`src/event_capture_pkg.sv`:
```
// Package: register map, field positions, reset values and timing for the event capture block
package event_capture_pkg;
  localparam logic [6:0] ADDR_SYS_EN    = 7'h04;
  localparam logic [6:0] ADDR_TRX_STAT  = 7'h22;
  localparam logic [6:0] ADDR_TRX_EN    = 7'h23;
  localparam logic [6:0] ADDR_BUS_IND   = 7'h33;
  localparam logic [6:0] ADDR_TRX_EN2   = 7'h34;
  localparam logic [6:0] ADDR_TRX_STAT2 = 7'h35;
  localparam logic [6:0] ADDR_WAKE_EN   = 7'h4c;
  localparam logic [6:0] ADDR_SUMMARY   = 7'h60;
  localparam logic [6:0] ADDR_SYS_STAT  = 7'h61;
  localparam logic [6:0] ADDR_TRX_ESTAT = 7'h63;
  localparam logic [6:0] ADDR_BUS_ESTAT = 7'h65;
  localparam logic [6:0] ADDR_WAKE_STAT = 7'h64;
  // System event bits
  localparam int SYS_PWRUP = 4;
  localparam int SYS_PREW  = 2;
  localparam int SYS_SPI   = 1;
  localparam int SYS_FRERR = 0;
  // Transceiver event bits
  localparam int TRX_SIL   = 5;
  localparam int TRX_FAIL  = 4;
  localparam int TRX_RWAKE = 0;
  // Bus failure event bits
  localparam int BUS_DOM   = 1;
  localparam int BUS_REC   = 0;
  // Wake pin bits
  localparam int WK_RISE   = 1;
  localparam int WK_FALL   = 0;
  // Transceiver status bits
  localparam int TS_TXON   = 7;
  localparam int TS_PREW   = 2;
  localparam int TS_UV     = 1;
  // Summary bits
  localparam int SUM_WAKE  = 3;
  localparam int SUM_BUS   = 2;
  localparam int SUM_TRX   = 1;
  localparam int SUM_SYS   = 0;
  localparam logic [7:0] RESET_BYTE = 8'h00;
  localparam logic [1:0] TRX_MODE_ACTIVE = 2'b01;
  localparam logic [1:0] TRX_MODE_NORMAL = 2'b00;
  localparam logic [2:0] DEV_MODE_NORMAL = 3'b111;
  localparam logic [2:0] DEV_MODE_SLEEP  = 3'b001;
  localparam logic [2:0] DEV_MODE_STBY   = 3'b100;
  localparam int REC_CLAMP_CYCLES = 4;
  localparam int CLK_MHZ = 25;
  localparam int CLAMP_TIME_NS = 90;
  localparam int CLAMP_CYCLES = (CLAMP_TIME_NS * CLK_MHZ + 999) / 1000;
  localparam int EVT_DELAY_US = 1000;
  localparam int EVT_DELAY_CYCLES = EVT_DELAY_US * CLK_MHZ;
  localparam int SILENCE_US = 1000000;
  localparam int SILENCE_CYCLES = SILENCE_US * CLK_MHZ;
  localparam int DOM_TIMEOUT_US = 2000;
  localparam int DOM_TIMEOUT_CYCLES = DOM_TIMEOUT_US * CLK_MHZ;
  localparam logic [2:0] SPI_ERR_NONE = 3'b000;
endpackage

```
`src/event_capture.sv`:
```
// Event capture, fail-safe detectors and wake signalling on RXD and regulator switch
`timescale 1ns/1ps
module event_capture #(
  parameter int EVT_DELAY_CYCLES   = event_capture_pkg::EVT_DELAY_CYCLES,
  parameter int SILENCE_CYCLES     = event_capture_pkg::SILENCE_CYCLES,
  parameter int DOM_TIMEOUT_CYCLES = event_capture_pkg::DOM_TIMEOUT_CYCLES
) (
  input  wire logic       clk,
  input  wire logic       rst_n,
  input  wire logic       reg_wr,
  input  wire logic       reg_rd,
  input  wire logic [6:0] reg_addr,
  input  wire logic [7:0] reg_wdata,
  output logic      [7:0] reg_rdata,
  input  wire logic [1:0] transceiver_mode_code,
  input  wire logic [2:0] device_mode_code,
  input  wire logic       sleep_request,
  output logic            sleep_granted,
  output logic            sleep_refused,
  output logic            wake_to_standby,
  input  wire logic       power_restored,
  input  wire logic       vio_present,
  input  wire logic       vcc_undervoltage,
  input  wire logic       thermal_prewarn,
  input  wire logic       thermal_shutdown,
  input  wire logic       bus_comparator,
  input  wire logic       rxd_level,
  input  wire logic       txd_level,
  input  wire logic       txd_dom_timeout,
  input  wire logic       remote_wake,
  input  wire logic       wake_pin,
  input  wire logic       selective_frame_error_event,
  input  wire logic [2:0] spi_errors,
  output logic            transmitter_enable,
  output logic            receiver_enable,
  output logic            rxd_event_low,
  output logic            regulator_switch_output
);
  typedef enum logic [2:0] {
    RXD_IDLE  = 3'b001,
    RXD_LOW   = 3'b010,
    RXD_DELAY = 3'b100
  } rxd_state_type;

  // ---------------------------------------------------------------
  // Reset synchroniser
  // ---------------------------------------------------------------
  logic rst_meta_q;
  logic rst_sync_q;
  always_ff @(posedge clk or negedge rst_n) begin
    if (!rst_n) begin
      rst_meta_q <= 1'b0;
      rst_sync_q <= 1'b0;
    end else begin
      rst_meta_q <= 1'b1;
      rst_sync_q <= rst_meta_q;
    end
  end
  // Flops below leave reset two edges after rst_n rises, never on the raw edge
  wire rst_ok_n = rst_sync_q;

  // ---------------------------------------------------------------
  // Mode decode
  // ---------------------------------------------------------------
  wire in_sleep   = (device_mode_code == event_capture_pkg::DEV_MODE_SLEEP);
  wire in_stby    = (device_mode_code == event_capture_pkg::DEV_MODE_STBY);
  wire dev_normal = (device_mode_code == event_capture_pkg::DEV_MODE_NORMAL);
  wire trx_active = (transceiver_mode_code == event_capture_pkg::TRX_MODE_ACTIVE);
  wire trx_normal = (transceiver_mode_code == event_capture_pkg::TRX_MODE_NORMAL);
  // Device normal mode without thermal shutdown enables the transmitter and clamp detection
  wire trx_listen = dev_normal && !thermal_shutdown;

  // ---------------------------------------------------------------
  // Enable registers
  // ---------------------------------------------------------------
  logic [7:0] sys_en_q;
  logic [7:0] trx_en_q;
  logic [7:0] trx_en2_q;
  logic [7:0] wake_en_q;
  wire wr_sys_en  = reg_wr && (reg_addr == event_capture_pkg::ADDR_SYS_EN);
  wire wr_trx_en  = reg_wr && (reg_addr == event_capture_pkg::ADDR_TRX_EN);
  wire wr_trx_en2 = reg_wr && (reg_addr == event_capture_pkg::ADDR_TRX_EN2);
  wire wr_wake_en = reg_wr && (reg_addr == event_capture_pkg::ADDR_WAKE_EN);
  always_ff @(posedge clk or negedge rst_ok_n) begin
    if (!rst_ok_n) begin
      sys_en_q  <= event_capture_pkg::RESET_BYTE;
      trx_en_q  <= event_capture_pkg::RESET_BYTE;
      trx_en2_q <= event_capture_pkg::RESET_BYTE;
      wake_en_q <= event_capture_pkg::RESET_BYTE;
    end else begin
      if (wr_sys_en)  sys_en_q  <= reg_wdata & 8'h26;
      if (wr_trx_en)  trx_en_q  <= reg_wdata & 8'h31;
      if (wr_trx_en2) trx_en2_q <= reg_wdata & 8'h01;
      if (wr_wake_en) wake_en_q <= reg_wdata & 8'h03;
    end
  end

  // ---------------------------------------------------------------
  // Detectors
  // ---------------------------------------------------------------
  logic [7:0]  clamp_cnt_q;
  logic        rxd_clamp_q;
  logic        prev_wake_q;
  logic        prev_bus_q;
  logic        prev_txd_q;
  logic        prev_power_q;
  logic [31:0] sil_cnt_q;
  logic [31:0] dom_cnt_q;
  logic [2:0]  rec_cnt_q;
  logic        dom_flag_q;
  logic        rec_flag_q;
  logic        uv_q;

  wire clamp_seen  = bus_comparator && rxd_level && trx_listen;
  wire clamp_reset = in_sleep || in_stby || !rxd_level;
  wire clamp_hit   = clamp_seen && (clamp_cnt_q == 8'(event_capture_pkg::CLAMP_CYCLES));
  wire bus_edge    = bus_comparator != prev_bus_q;
  wire txd_edge    = txd_level != prev_txd_q;
  // Recessive clamp: transmitter drove dominant but bus stayed recessive
  wire rec_cycle   = !prev_txd_q && txd_level && !bus_comparator;
  wire sil_hit     = (sil_cnt_q == 32'(SILENCE_CYCLES));
  wire dom_hit     = (dom_cnt_q == 32'(DOM_TIMEOUT_CYCLES)) && !in_sleep;
  wire rec_hit     = (rec_cnt_q == 3'(event_capture_pkg::REC_CLAMP_CYCLES)) && !in_sleep;

  always_ff @(posedge clk or negedge rst_ok_n) begin
    if (!rst_ok_n) begin
      clamp_cnt_q  <= 8'h00;
      rxd_clamp_q  <= 1'b0;
      prev_wake_q  <= 1'b0;
      prev_bus_q   <= 1'b0;
      prev_txd_q   <= 1'b1;
      prev_power_q <= 1'b0;
      sil_cnt_q    <= 32'h0000_0000;
      dom_cnt_q    <= 32'h0000_0000;
      rec_cnt_q    <= 3'h0;
      dom_flag_q   <= 1'b0;
      rec_flag_q   <= 1'b0;
      uv_q         <= 1'b0;
    end else begin
      prev_wake_q  <= wake_pin;
      prev_bus_q   <= bus_comparator;
      prev_txd_q   <= txd_level;
      prev_power_q <= power_restored;
      uv_q         <= vcc_undervoltage && trx_active;
      if (!clamp_seen)
        clamp_cnt_q <= 8'h00;
      else if (!clamp_hit)
        clamp_cnt_q <= clamp_cnt_q + 8'h01;
      if (clamp_reset)
        rxd_clamp_q <= 1'b0;
      else if (clamp_hit)
        rxd_clamp_q <= 1'b1;
      if (bus_edge || sil_hit)
        sil_cnt_q <= 32'h0000_0000;
      else
        sil_cnt_q <= sil_cnt_q + 32'h0000_0001;
      if (bus_edge || txd_edge || !bus_comparator || !txd_level || dom_hit)
        dom_cnt_q <= 32'h0000_0000;
      else
        dom_cnt_q <= dom_cnt_q + 32'h0000_0001;
      dom_flag_q <= bus_comparator && (dom_flag_q || dom_hit);
      if (bus_comparator || rec_hit)
        rec_cnt_q <= 3'h0;
      else if (rec_cycle)
        rec_cnt_q <= rec_cnt_q + 3'h1;
      rec_flag_q <= !bus_comparator && (rec_flag_q || rec_hit);
    end
  end

  // ---------------------------------------------------------------
  // Event sources, gated by enables except power-up, frame error and bus failure
  // ---------------------------------------------------------------
  wire wake_ok  = !thermal_shutdown;
  wire wk_rise  = wake_ok && wake_pin && !prev_wake_q && wake_en_q[event_capture_pkg::WK_RISE];
  wire wk_fall  = wake_ok && !wake_pin && prev_wake_q && wake_en_q[event_capture_pkg::WK_FALL];
  wire rwake    = wake_ok && remote_wake && trx_en_q[event_capture_pkg::TRX_RWAKE];
  wire fail_en  = trx_en_q[event_capture_pkg::TRX_FAIL];
  wire clamp_ev = clamp_hit && !rxd_clamp_q && fail_en && trx_en2_q[0];
  wire trx_fail = !in_sleep && fail_en &&
                  (txd_dom_timeout || (vcc_undervoltage && trx_active) ) ;
  wire prew_ev  = thermal_prewarn && dev_normal && sys_en_q[event_capture_pkg::SYS_PREW];
  wire spi_ev   = !in_sleep && (spi_errors != event_capture_pkg::SPI_ERR_NONE) &&
                  sys_en_q[event_capture_pkg::SYS_SPI];
  wire pwr_ev   = power_restored && !prev_power_q;
  wire sil_ev   = sil_hit && trx_en_q[event_capture_pkg::TRX_SIL];

  wire [7:0] sys_set  = {3'b000, pwr_ev, 1'b0, prew_ev, spi_ev,
                         selective_frame_error_event};
  wire [7:0] trx_set  = {2'b00, sil_ev, trx_fail || clamp_ev, 3'b000, rwake};
  wire [7:0] bus_set  = {6'b000000, dom_hit, rec_hit};
  wire [7:0] wake_set = {6'b000000, wk_rise, wk_fall};

  // ---------------------------------------------------------------
  // Sticky status, write one to clear, set wins, except prew_st_q which tracks thermal_prewarn each cycle
  // ---------------------------------------------------------------
  logic [7:0] sys_st_q;
  logic [7:0] trx_st_q;
  logic [7:0] bus_st_q;
  logic [7:0] wake_st_q;
  logic       prew_st_q;

  function automatic logic [7:0] sticky(input logic [7:0] cur, input logic [7:0] set,
                                        input logic wr, input logic [7:0] data);
    sticky = (cur & ~(wr ? data : 8'h00)) | set;
  endfunction

  wire clr_sys  = reg_wr && (reg_addr == event_capture_pkg::ADDR_SYS_STAT);
  wire clr_trx  = reg_wr && (reg_addr == event_capture_pkg::ADDR_TRX_ESTAT);
  wire clr_bus  = reg_wr && (reg_addr == event_capture_pkg::ADDR_BUS_ESTAT);
  wire clr_wake = reg_wr && (reg_addr == event_capture_pkg::ADDR_WAKE_STAT);
  wire any_clear = (clr_sys || clr_trx || clr_bus || clr_wake) && (reg_wdata != 8'h00);

  always_ff @(posedge clk or negedge rst_ok_n) begin
    if (!rst_ok_n) begin
      sys_st_q  <= event_capture_pkg::RESET_BYTE;
      trx_st_q  <= event_capture_pkg::RESET_BYTE;
      bus_st_q  <= event_capture_pkg::RESET_BYTE;
      wake_st_q <= event_capture_pkg::RESET_BYTE;
      prew_st_q <= 1'b0;
    end else begin
      sys_st_q  <= sticky(sys_st_q, sys_set, clr_sys, reg_wdata);
      trx_st_q  <= sticky(trx_st_q, trx_set, clr_trx, reg_wdata);
      bus_st_q  <= sticky(bus_st_q, bus_set, clr_bus, reg_wdata);
      wake_st_q <= sticky(wake_st_q, wake_set, clr_wake, reg_wdata);
      prew_st_q <= thermal_prewarn;
    end
  end

  // Interrupt-worthy pending: prewarning only counts with transceiver normal
  wire [7:0] sys_pend = sys_st_q & ~(trx_normal ? 8'h00 :
                        (8'h01 << event_capture_pkg::SYS_PREW));
  wire pending = (|sys_pend) || (|trx_st_q) || (|bus_st_q) || (|wake_st_q);
  wire any_set = (|sys_set) || (|trx_set) || (|bus_set) || (|wake_set);

  // ---------------------------------------------------------------
  // RXD signalling with event delay
  // ---------------------------------------------------------------
  rxd_state_type rxd_state_q;
  rxd_state_type rxd_state_d;
  logic [31:0]   delay_cnt_q;
  wire delay_done = (delay_cnt_q == 32'(EVT_DELAY_CYCLES));
  always_comb begin
    rxd_state_d = rxd_state_q;
    case (rxd_state_q)
      RXD_IDLE:  if (pending) rxd_state_d = RXD_LOW;
      RXD_LOW:   if (any_clear) rxd_state_d = RXD_DELAY;
      RXD_DELAY: if (delay_done) rxd_state_d = pending ? RXD_LOW : RXD_IDLE;
      default:   rxd_state_d = RXD_IDLE;
    endcase
  end
  always_ff @(posedge clk or negedge rst_ok_n) begin
    if (!rst_ok_n) begin
      rxd_state_q <= RXD_IDLE;
      delay_cnt_q <= 32'h0000_0000;
    end else begin
      rxd_state_q <= rxd_state_d;
      delay_cnt_q <= (rxd_state_q == RXD_DELAY) ? delay_cnt_q + 32'h0000_0001 : 32'h0000_0000;
    end
  end

  // ---------------------------------------------------------------
  // Sleep handling and outputs
  // ---------------------------------------------------------------
  wire wake_src_on = trx_en_q[event_capture_pkg::TRX_RWAKE] || (|wake_en_q);
  wire any_status  = (|sys_st_q) || (|trx_st_q) || (|bus_st_q) || (|wake_st_q);
  wire sleep_ok    = wake_src_on && !any_status && !any_set;
  logic regsw_q;
  logic wake_stby_q;
  always_ff @(posedge clk or negedge rst_ok_n) begin
    if (!rst_ok_n) begin
      regsw_q     <= 1'b1;
      wake_stby_q <= 1'b0;
    end else begin
      wake_stby_q <= in_sleep && any_set;
      if (in_sleep && any_set)
        regsw_q <= 1'b1;
      else if (sleep_request && sleep_ok)
        regsw_q <= 1'b0;
    end
  end

  assign sleep_granted           = sleep_request && sleep_ok;
  assign sleep_refused           = sleep_request && !sleep_ok;
  assign wake_to_standby         = wake_stby_q;
  assign regulator_switch_output = regsw_q;
  // Held low across overtemp so a pending wake is not lost
  assign rxd_event_low           = vio_present && (rxd_state_q == RXD_LOW) &&
                                   !(dev_normal && !thermal_shutdown);
  assign transmitter_enable      = trx_listen && !rxd_clamp_q && !txd_dom_timeout;
  assign receiver_enable         = !thermal_shutdown && !in_sleep;

  // ---------------------------------------------------------------
  // Read mux
  // ---------------------------------------------------------------
  wire [7:0] trx_status = {transmitter_enable, 4'h0, prew_st_q, uv_q, 1'b0};
  wire [7:0] summary    = {4'h0, |wake_st_q, |bus_st_q, |trx_st_q, |sys_st_q};
  wire [7:0] rd_mux =
    (reg_addr == event_capture_pkg::ADDR_SYS_EN)    ? sys_en_q   :
    (reg_addr == event_capture_pkg::ADDR_TRX_STAT)  ? trx_status :
    (reg_addr == event_capture_pkg::ADDR_TRX_EN)    ? trx_en_q   :
    (reg_addr == event_capture_pkg::ADDR_BUS_IND)   ? {6'h00, dom_flag_q, rec_flag_q} :
    (reg_addr == event_capture_pkg::ADDR_TRX_EN2)   ? trx_en2_q  :
    (reg_addr == event_capture_pkg::ADDR_TRX_STAT2) ? {7'h00, rxd_clamp_q} :
    (reg_addr == event_capture_pkg::ADDR_WAKE_EN)   ? wake_en_q  :
    (reg_addr == event_capture_pkg::ADDR_SUMMARY)   ? summary    :
    (reg_addr == event_capture_pkg::ADDR_SYS_STAT)  ? sys_st_q   :
    (reg_addr == event_capture_pkg::ADDR_TRX_ESTAT) ? trx_st_q   :
    (reg_addr == event_capture_pkg::ADDR_BUS_ESTAT) ? bus_st_q   :
    (reg_addr == event_capture_pkg::ADDR_WAKE_STAT) ? wake_st_q  : 8'h00;
  always_ff @(posedge clk or negedge rst_ok_n) begin
    if (!rst_ok_n) begin
      reg_rdata <= 8'h00;
    end else if (reg_rd) begin
      reg_rdata <= rd_mux;
    end
  end
endmodule

```
`config.mk`:
```
export PLATFORM = sky130hd
export DESIGN_NAME = event_capture
export DESIGN_NICKNAME = d
export VERILOG_FILES = /design/src/event_capture_pkg.sv /design/src/event_capture.sv
export SDC_FILE = /design/constraint.sdc
export NUM_CORES = 1
export LEC_CHECK = 0
export BUFFER_PORTS_ARGS = -buffer_cell sky130_fd_sc_hd__buf_2
export CAP_MARGIN = 10
export CORE_MARGIN = 2
export CORE_UTILIZATION = 35
export DETAILED_ROUTE_END_ITERATION = 6
export GPL_ROUTABILITY_DRIVEN = 0
export SLEW_MARGIN = 30
export SYNTH_ARGS = -nofsm -noshare
export SYNTH_HDL_FRONTEND = slang
export SYNTH_SLANG_ARGS = --single-unit
```
`constraint.sdc`:
```
create_clock -name clk -period 14.64 [get_ports clk]
set_input_delay 0.732 -clock clk [delete_from_list [all_inputs] [get_ports clk]]
set_output_delay 0.732 -clock clk [all_outputs]
set_load 0.05 [all_outputs]
```
==> flow_metrics.env <==
export IMPL_worst_setup_hold_path_clk_slew_ps=70
export IMPL_slew_headroom_pct=42.9
export IMPL_kind_of_capture_point_of_the_worst_setup_path="output port"
export IMPL_vias=6527
export IMPL_clock_power_share_pct=44.4
export IMPL_critPathKind="reg -> out"
export IMPL_setup_repair_after_global_routing_missed_its_margin="false"
export IMPL_synth_seq_area_share_pct=49.7
export IMPL_design_die_area_um2=26000
export IMPL_cts_made_buffers=17
export IMPL_fin_worst_hold_slack_ps=68.1
export IMPL_synth_area_per_cell_um2=9.88
export IMPL_cp_arrival_ps=3000
export IMPL_status="finished clean"
export IMPL_starting_drt_drc_count=426
export IMPL_cts_tree="yes"
export IMPL_worst_path_stages=7
export IMPL_postSynthRegisterBits=172
export IMPL_setup_violations_final=0
export IMPL_cp_cell_sequence="ha_1 -> nor4b_1 -> nand2_1 -> o41ai_2 -> nor3_2 -> a41oi_1 -> buf_2"
export IMPL_post_cts_setup_buffer_count=0
export IMPL_synth_cell_types=71
export IMPL_die_x_um=161
export IMPL_cp_start_kind="flop"
export IMPL_crit_required_ps=13910
export IMPL_cts_htree_levels=4
export IMPL_cts_hold_buf=0
export IMPL_reg2reg_setup_slack_ps=12290
export IMPL_post_cts_resized=0
export IMPL_critPathMaxFanout=5
export IMPL_hp_class="in -> async"
export IMPL_instance_count_of_the_mapped_netlist=877
export IMPL_layout_setup_ws_ps=10910
export IMPL_pin_count_of_the_biggest_net_entering_global_routing=81
export IMPL_die_height_um=161
export IMPL_area_growth_synth_to_final_pct=13.8
export IMPL_maxCapViolations=0
export IMPL_cts_max_path_buffers=2
export IMPL_dp_hpwl_um=14200
export IMPL_grt_first_pass_wirelength_um=34100
export IMPL_drive_gt1_share_pct=14.0
export IMPL_clk_insertion_delay_late_ps=440
export IMPL_synthDominantAreaCellType="sky130_fd_sc_hd__dfrtp_1"
export IMPL_final_setup_skew_ps=12.0
export IMPL_worst_slew_pin_transition_ps=857
export IMPL_clk_root_buffer_cell="sky130_fd_sc_hd__clkbuf_16"
export IMPL_starting_density_pct=35.6
export IMPL_cellInternalPower_uw=778
export IMPL_timing_max_transition_violations_final=0
export IMPL_slowest_delay_ps=670
export IMPL_drcViolationCount=0
export IMPL_crit_path_top_delay_cell="sky130_fd_sc_hd__o41ai_2"
export IMPL_synth_warning_count=0
export IMPL_globalRoute_totalOverflow=0
export IMPL_design_core_area_um2=24300
export IMPL_detail_route_first_pass_iterations=5
export IMPL_std_cell_rows=57
export IMPL_yosys_most_used_dff="sky130_fd_sc_hd__dfrtp_1"
export IMPL_final_antenna_net_count=0
export IMPL_worst_r2r_path_depth=4
export IMPL_finalHoldViolCount=0
export IMPL_place_worst_setup_slack_ps=11130
export IMPL_grt_antenna_before_repair=0
export IMPL_first_global_vias=6457
export IMPL_port_buffers=54
export IMPL_fin_crit_sh_pct=25.5
export IMPL_global_route_usage_total_pct=16.3
export IMPL_layout_nets=979
export IMPL_p_sw_uw=281
export IMPL_detail_route_vias_per_cell=5.16
export IMPL_synth_top_area_share_pct=48.8
export IMPL_power_frac_seq_pct=48.0
export IMPL_worst_ir_drop_vdd_uv=64.7
export IMPL_critPathTopFamily="compound AO/OA/AOI/OAI gates"
export IMPL_switching_share_pct=26.5
export IMPL_design_portCount=55
export IMPL_max_freq_mhz=268
export IMPL_path_buf_inv=1
export IMPL_power_leakage_nw=4.24
export IMPL_power_density_nw_per_um2=107
export IMPL_cts_num_sinks=172
export IMPL_post_synth_main_area_contributors="sky130_fd_sc_hd__dfrtp_1 (49%), sky130_fd_sc_hd__xor2_1 (6.4%), sky130_fd_sc_hd__nor2_1 (5.9%)"
export IMPL_drt_wl_total_um=20100
export IMPL_syn_nets=927
export IMPL_ffs_w_async_s_r_synth_pct=100
export IMPL_fin_crit_ps=3730
export IMPL_detail_route_wl_per_cell_um=15.9
export IMPL_seqCellArea_um2=4310
export IMPL_syn_cell_area_um2=8660
export IMPL_synth_edff_count=0
export IMPL_fillCellCount=2378
export IMPL_timing_setup_tns_ps=0
export IMPL_comb_power_share_pct=7.6
export IMPL_multi_input_area_um2=4160
export IMPL_num_antenna_cells=0
-- registers in the layout (all words and copies together), names as in the netlist, 2 cells and up --
name,cells
wake_en_q,2
trx_en_q,3
bus_st_q,8
sys_st_q,8
delay_cnt_q,32
sil_cnt_q,32
clamp_cnt_q,8
rxd_state_q,3
wake_st_q,8
sys_en_q,3
reg_rdata,8
rec_cnt_q,3
dom_cnt_q,32
trx_st_q,8
-- cell usage after synthesis (4+ instances only) --
cell                       number
sky130_fd_sc_hd__a21boi_0      24
sky130_fd_sc_hd__a21o_1         9
sky130_fd_sc_hd__a21oi_1       23
sky130_fd_sc_hd__and2_1         6
sky130_fd_sc_hd__and3_1        30
sky130_fd_sc_hd__and4_1         9
sky130_fd_sc_hd__buf_2          5
sky130_fd_sc_hd__buf_6          4
sky130_fd_sc_hd__clkbuf_1      14
sky130_fd_sc_hd__dfrtp_1      169
sky130_fd_sc_hd__ha_1          10
sky130_fd_sc_hd__inv_1         17
sky130_fd_sc_hd__mux2_2        12
sky130_fd_sc_hd__mux2i_1        5
sky130_fd_sc_hd__nand2_1       79
sky130_fd_sc_hd__nand3_1       48
sky130_fd_sc_hd__nand3b_1       5
sky130_fd_sc_hd__nand4_1       23
sky130_fd_sc_hd__nor2_1       137
sky130_fd_sc_hd__nor2b_1       11
sky130_fd_sc_hd__nor3_1        22
sky130_fd_sc_hd__nor4_1        18
sky130_fd_sc_hd__nor4b_1        4
sky130_fd_sc_hd__o21ai_0       22
sky130_fd_sc_hd__or3_1          6
sky130_fd_sc_hd__xnor2_1       32
sky130_fd_sc_hd__xor2_1        63
-- stage by stage --
stage               instances  utilization, %  cell area [um^2]  total power [mW]
global placement         1234            38.0              9240             0.597
finish                   1266            40.5              9860              1.06
detailed placement       1234            38.0              9240             0.598
CTS                      1266            40.5              9860              1.07
global route             1266            40.5              9860              1.10
floorplan                 877               -              8660             0.566
-- layout by cell type (no fill, tap or decap), types with 6 or more instances in the layout --
master	netlist	final
sky130_fd_sc_hd__and3_1	30	30
sky130_fd_sc_hd__inv_1	17	17
sky130_fd_sc_hd__nor2b_1	11	11
sky130_fd_sc_hd__and2_1	6	6
sky130_fd_sc_hd__xnor2_1	32	32
sky130_fd_sc_hd__mux2_2	12	12
sky130_fd_sc_hd__nand3_1	48	48
sky130_fd_sc_hd__ha_1	10	10
sky130_fd_sc_hd__o21ai_0	22	22
sky130_fd_sc_hd__or3_1	6	6
sky130_fd_sc_hd__nor3_1	22	22
sky130_fd_sc_hd__a21oi_1	23	23
sky130_fd_sc_hd__nand2_1	79	78
sky130_fd_sc_hd__and4_1	9	9
sky130_fd_sc_hd__nand4_1	23	23
sky130_fd_sc_hd__clkbuf_16	0	17
sky130_fd_sc_hd__buf_2	5	54
sky130_fd_sc_hd__a21boi_0	24	24
sky130_fd_sc_hd__nor4_1	18	18
sky130_fd_sc_hd__nor2_1	137	137
sky130_fd_sc_hd__xor2_1	63	63
sky130_fd_sc_hd__dfrtp_1	169	168
sky130_fd_sc_hd__a21o_1	9	9
-- path summary, 6_finish.rpt --
| path | startpoint | end |
|---|---|---|
| max | clamp_cnt_q[0] | sleep_refused |
| min in group clk | rst_meta_q | rst_ok_n |
| min | rst_n | rst_meta_q |
| max reg2reg | dom_cnt_q[20] | dom_cnt_q[2] |
| max in group asynchronous | rst_ok_n | delay_cnt_q[14] |
| min reg2reg | rst_ok_n | sil_cnt_q[8] |
-- cell families after synthesis --
logic type / after synthesis / synth area share (%)
compound gates: 106 / 8.22
xor+xnor: 95 / 9.61
fa+ha+maj: 10 / 1.44
buf+inv: 42 / 2.25
flops: 172 / 49.7
mux: 17 / 2.14
other cells: 1 / 0.0433
simple gates: 434 / 26.6
-- area by class of cell --
cell class / count / area share, %
Timing Repair Buffer: 58 / 3.08
Multi-Input combinational cell: 663 / 42.2
Clock inverter: 14 / 1.87
Sequential cell: 172 / 43.7
Tap cell: 324 / 4.11
Clock buffer: 18 / 4.35
Inverter: 17 / 0.647
-- per-layer routing --
| metal | up-vias | track usage [%] | wire, um |
|---|---|---|---|
| met5 | - | 0 | 0 |
| met4 | 0 | 4.02 | 222 |
| met3 | 24 | 3.44 | 883 |
| met2 | 140 | 26.3 | 9750 |
| met1 | 3182 | 22.5 | 9250 |
| li1 | 3181 | - | - |
-- power groups by stage --
stage	Clock (mW)	Sequential [mW]	Combinational [mW]
floorplan	0	0.520	0.0462
global placement	0	0.516	0.0804
detailed placement	0	0.517	0.0811
CTS	0.481	0.508	0.0818
global route	0.503	0.510	0.0904
finish	0.470	0.508	0.0806
No activity file was read; power rests on OpenSTA's default activity.
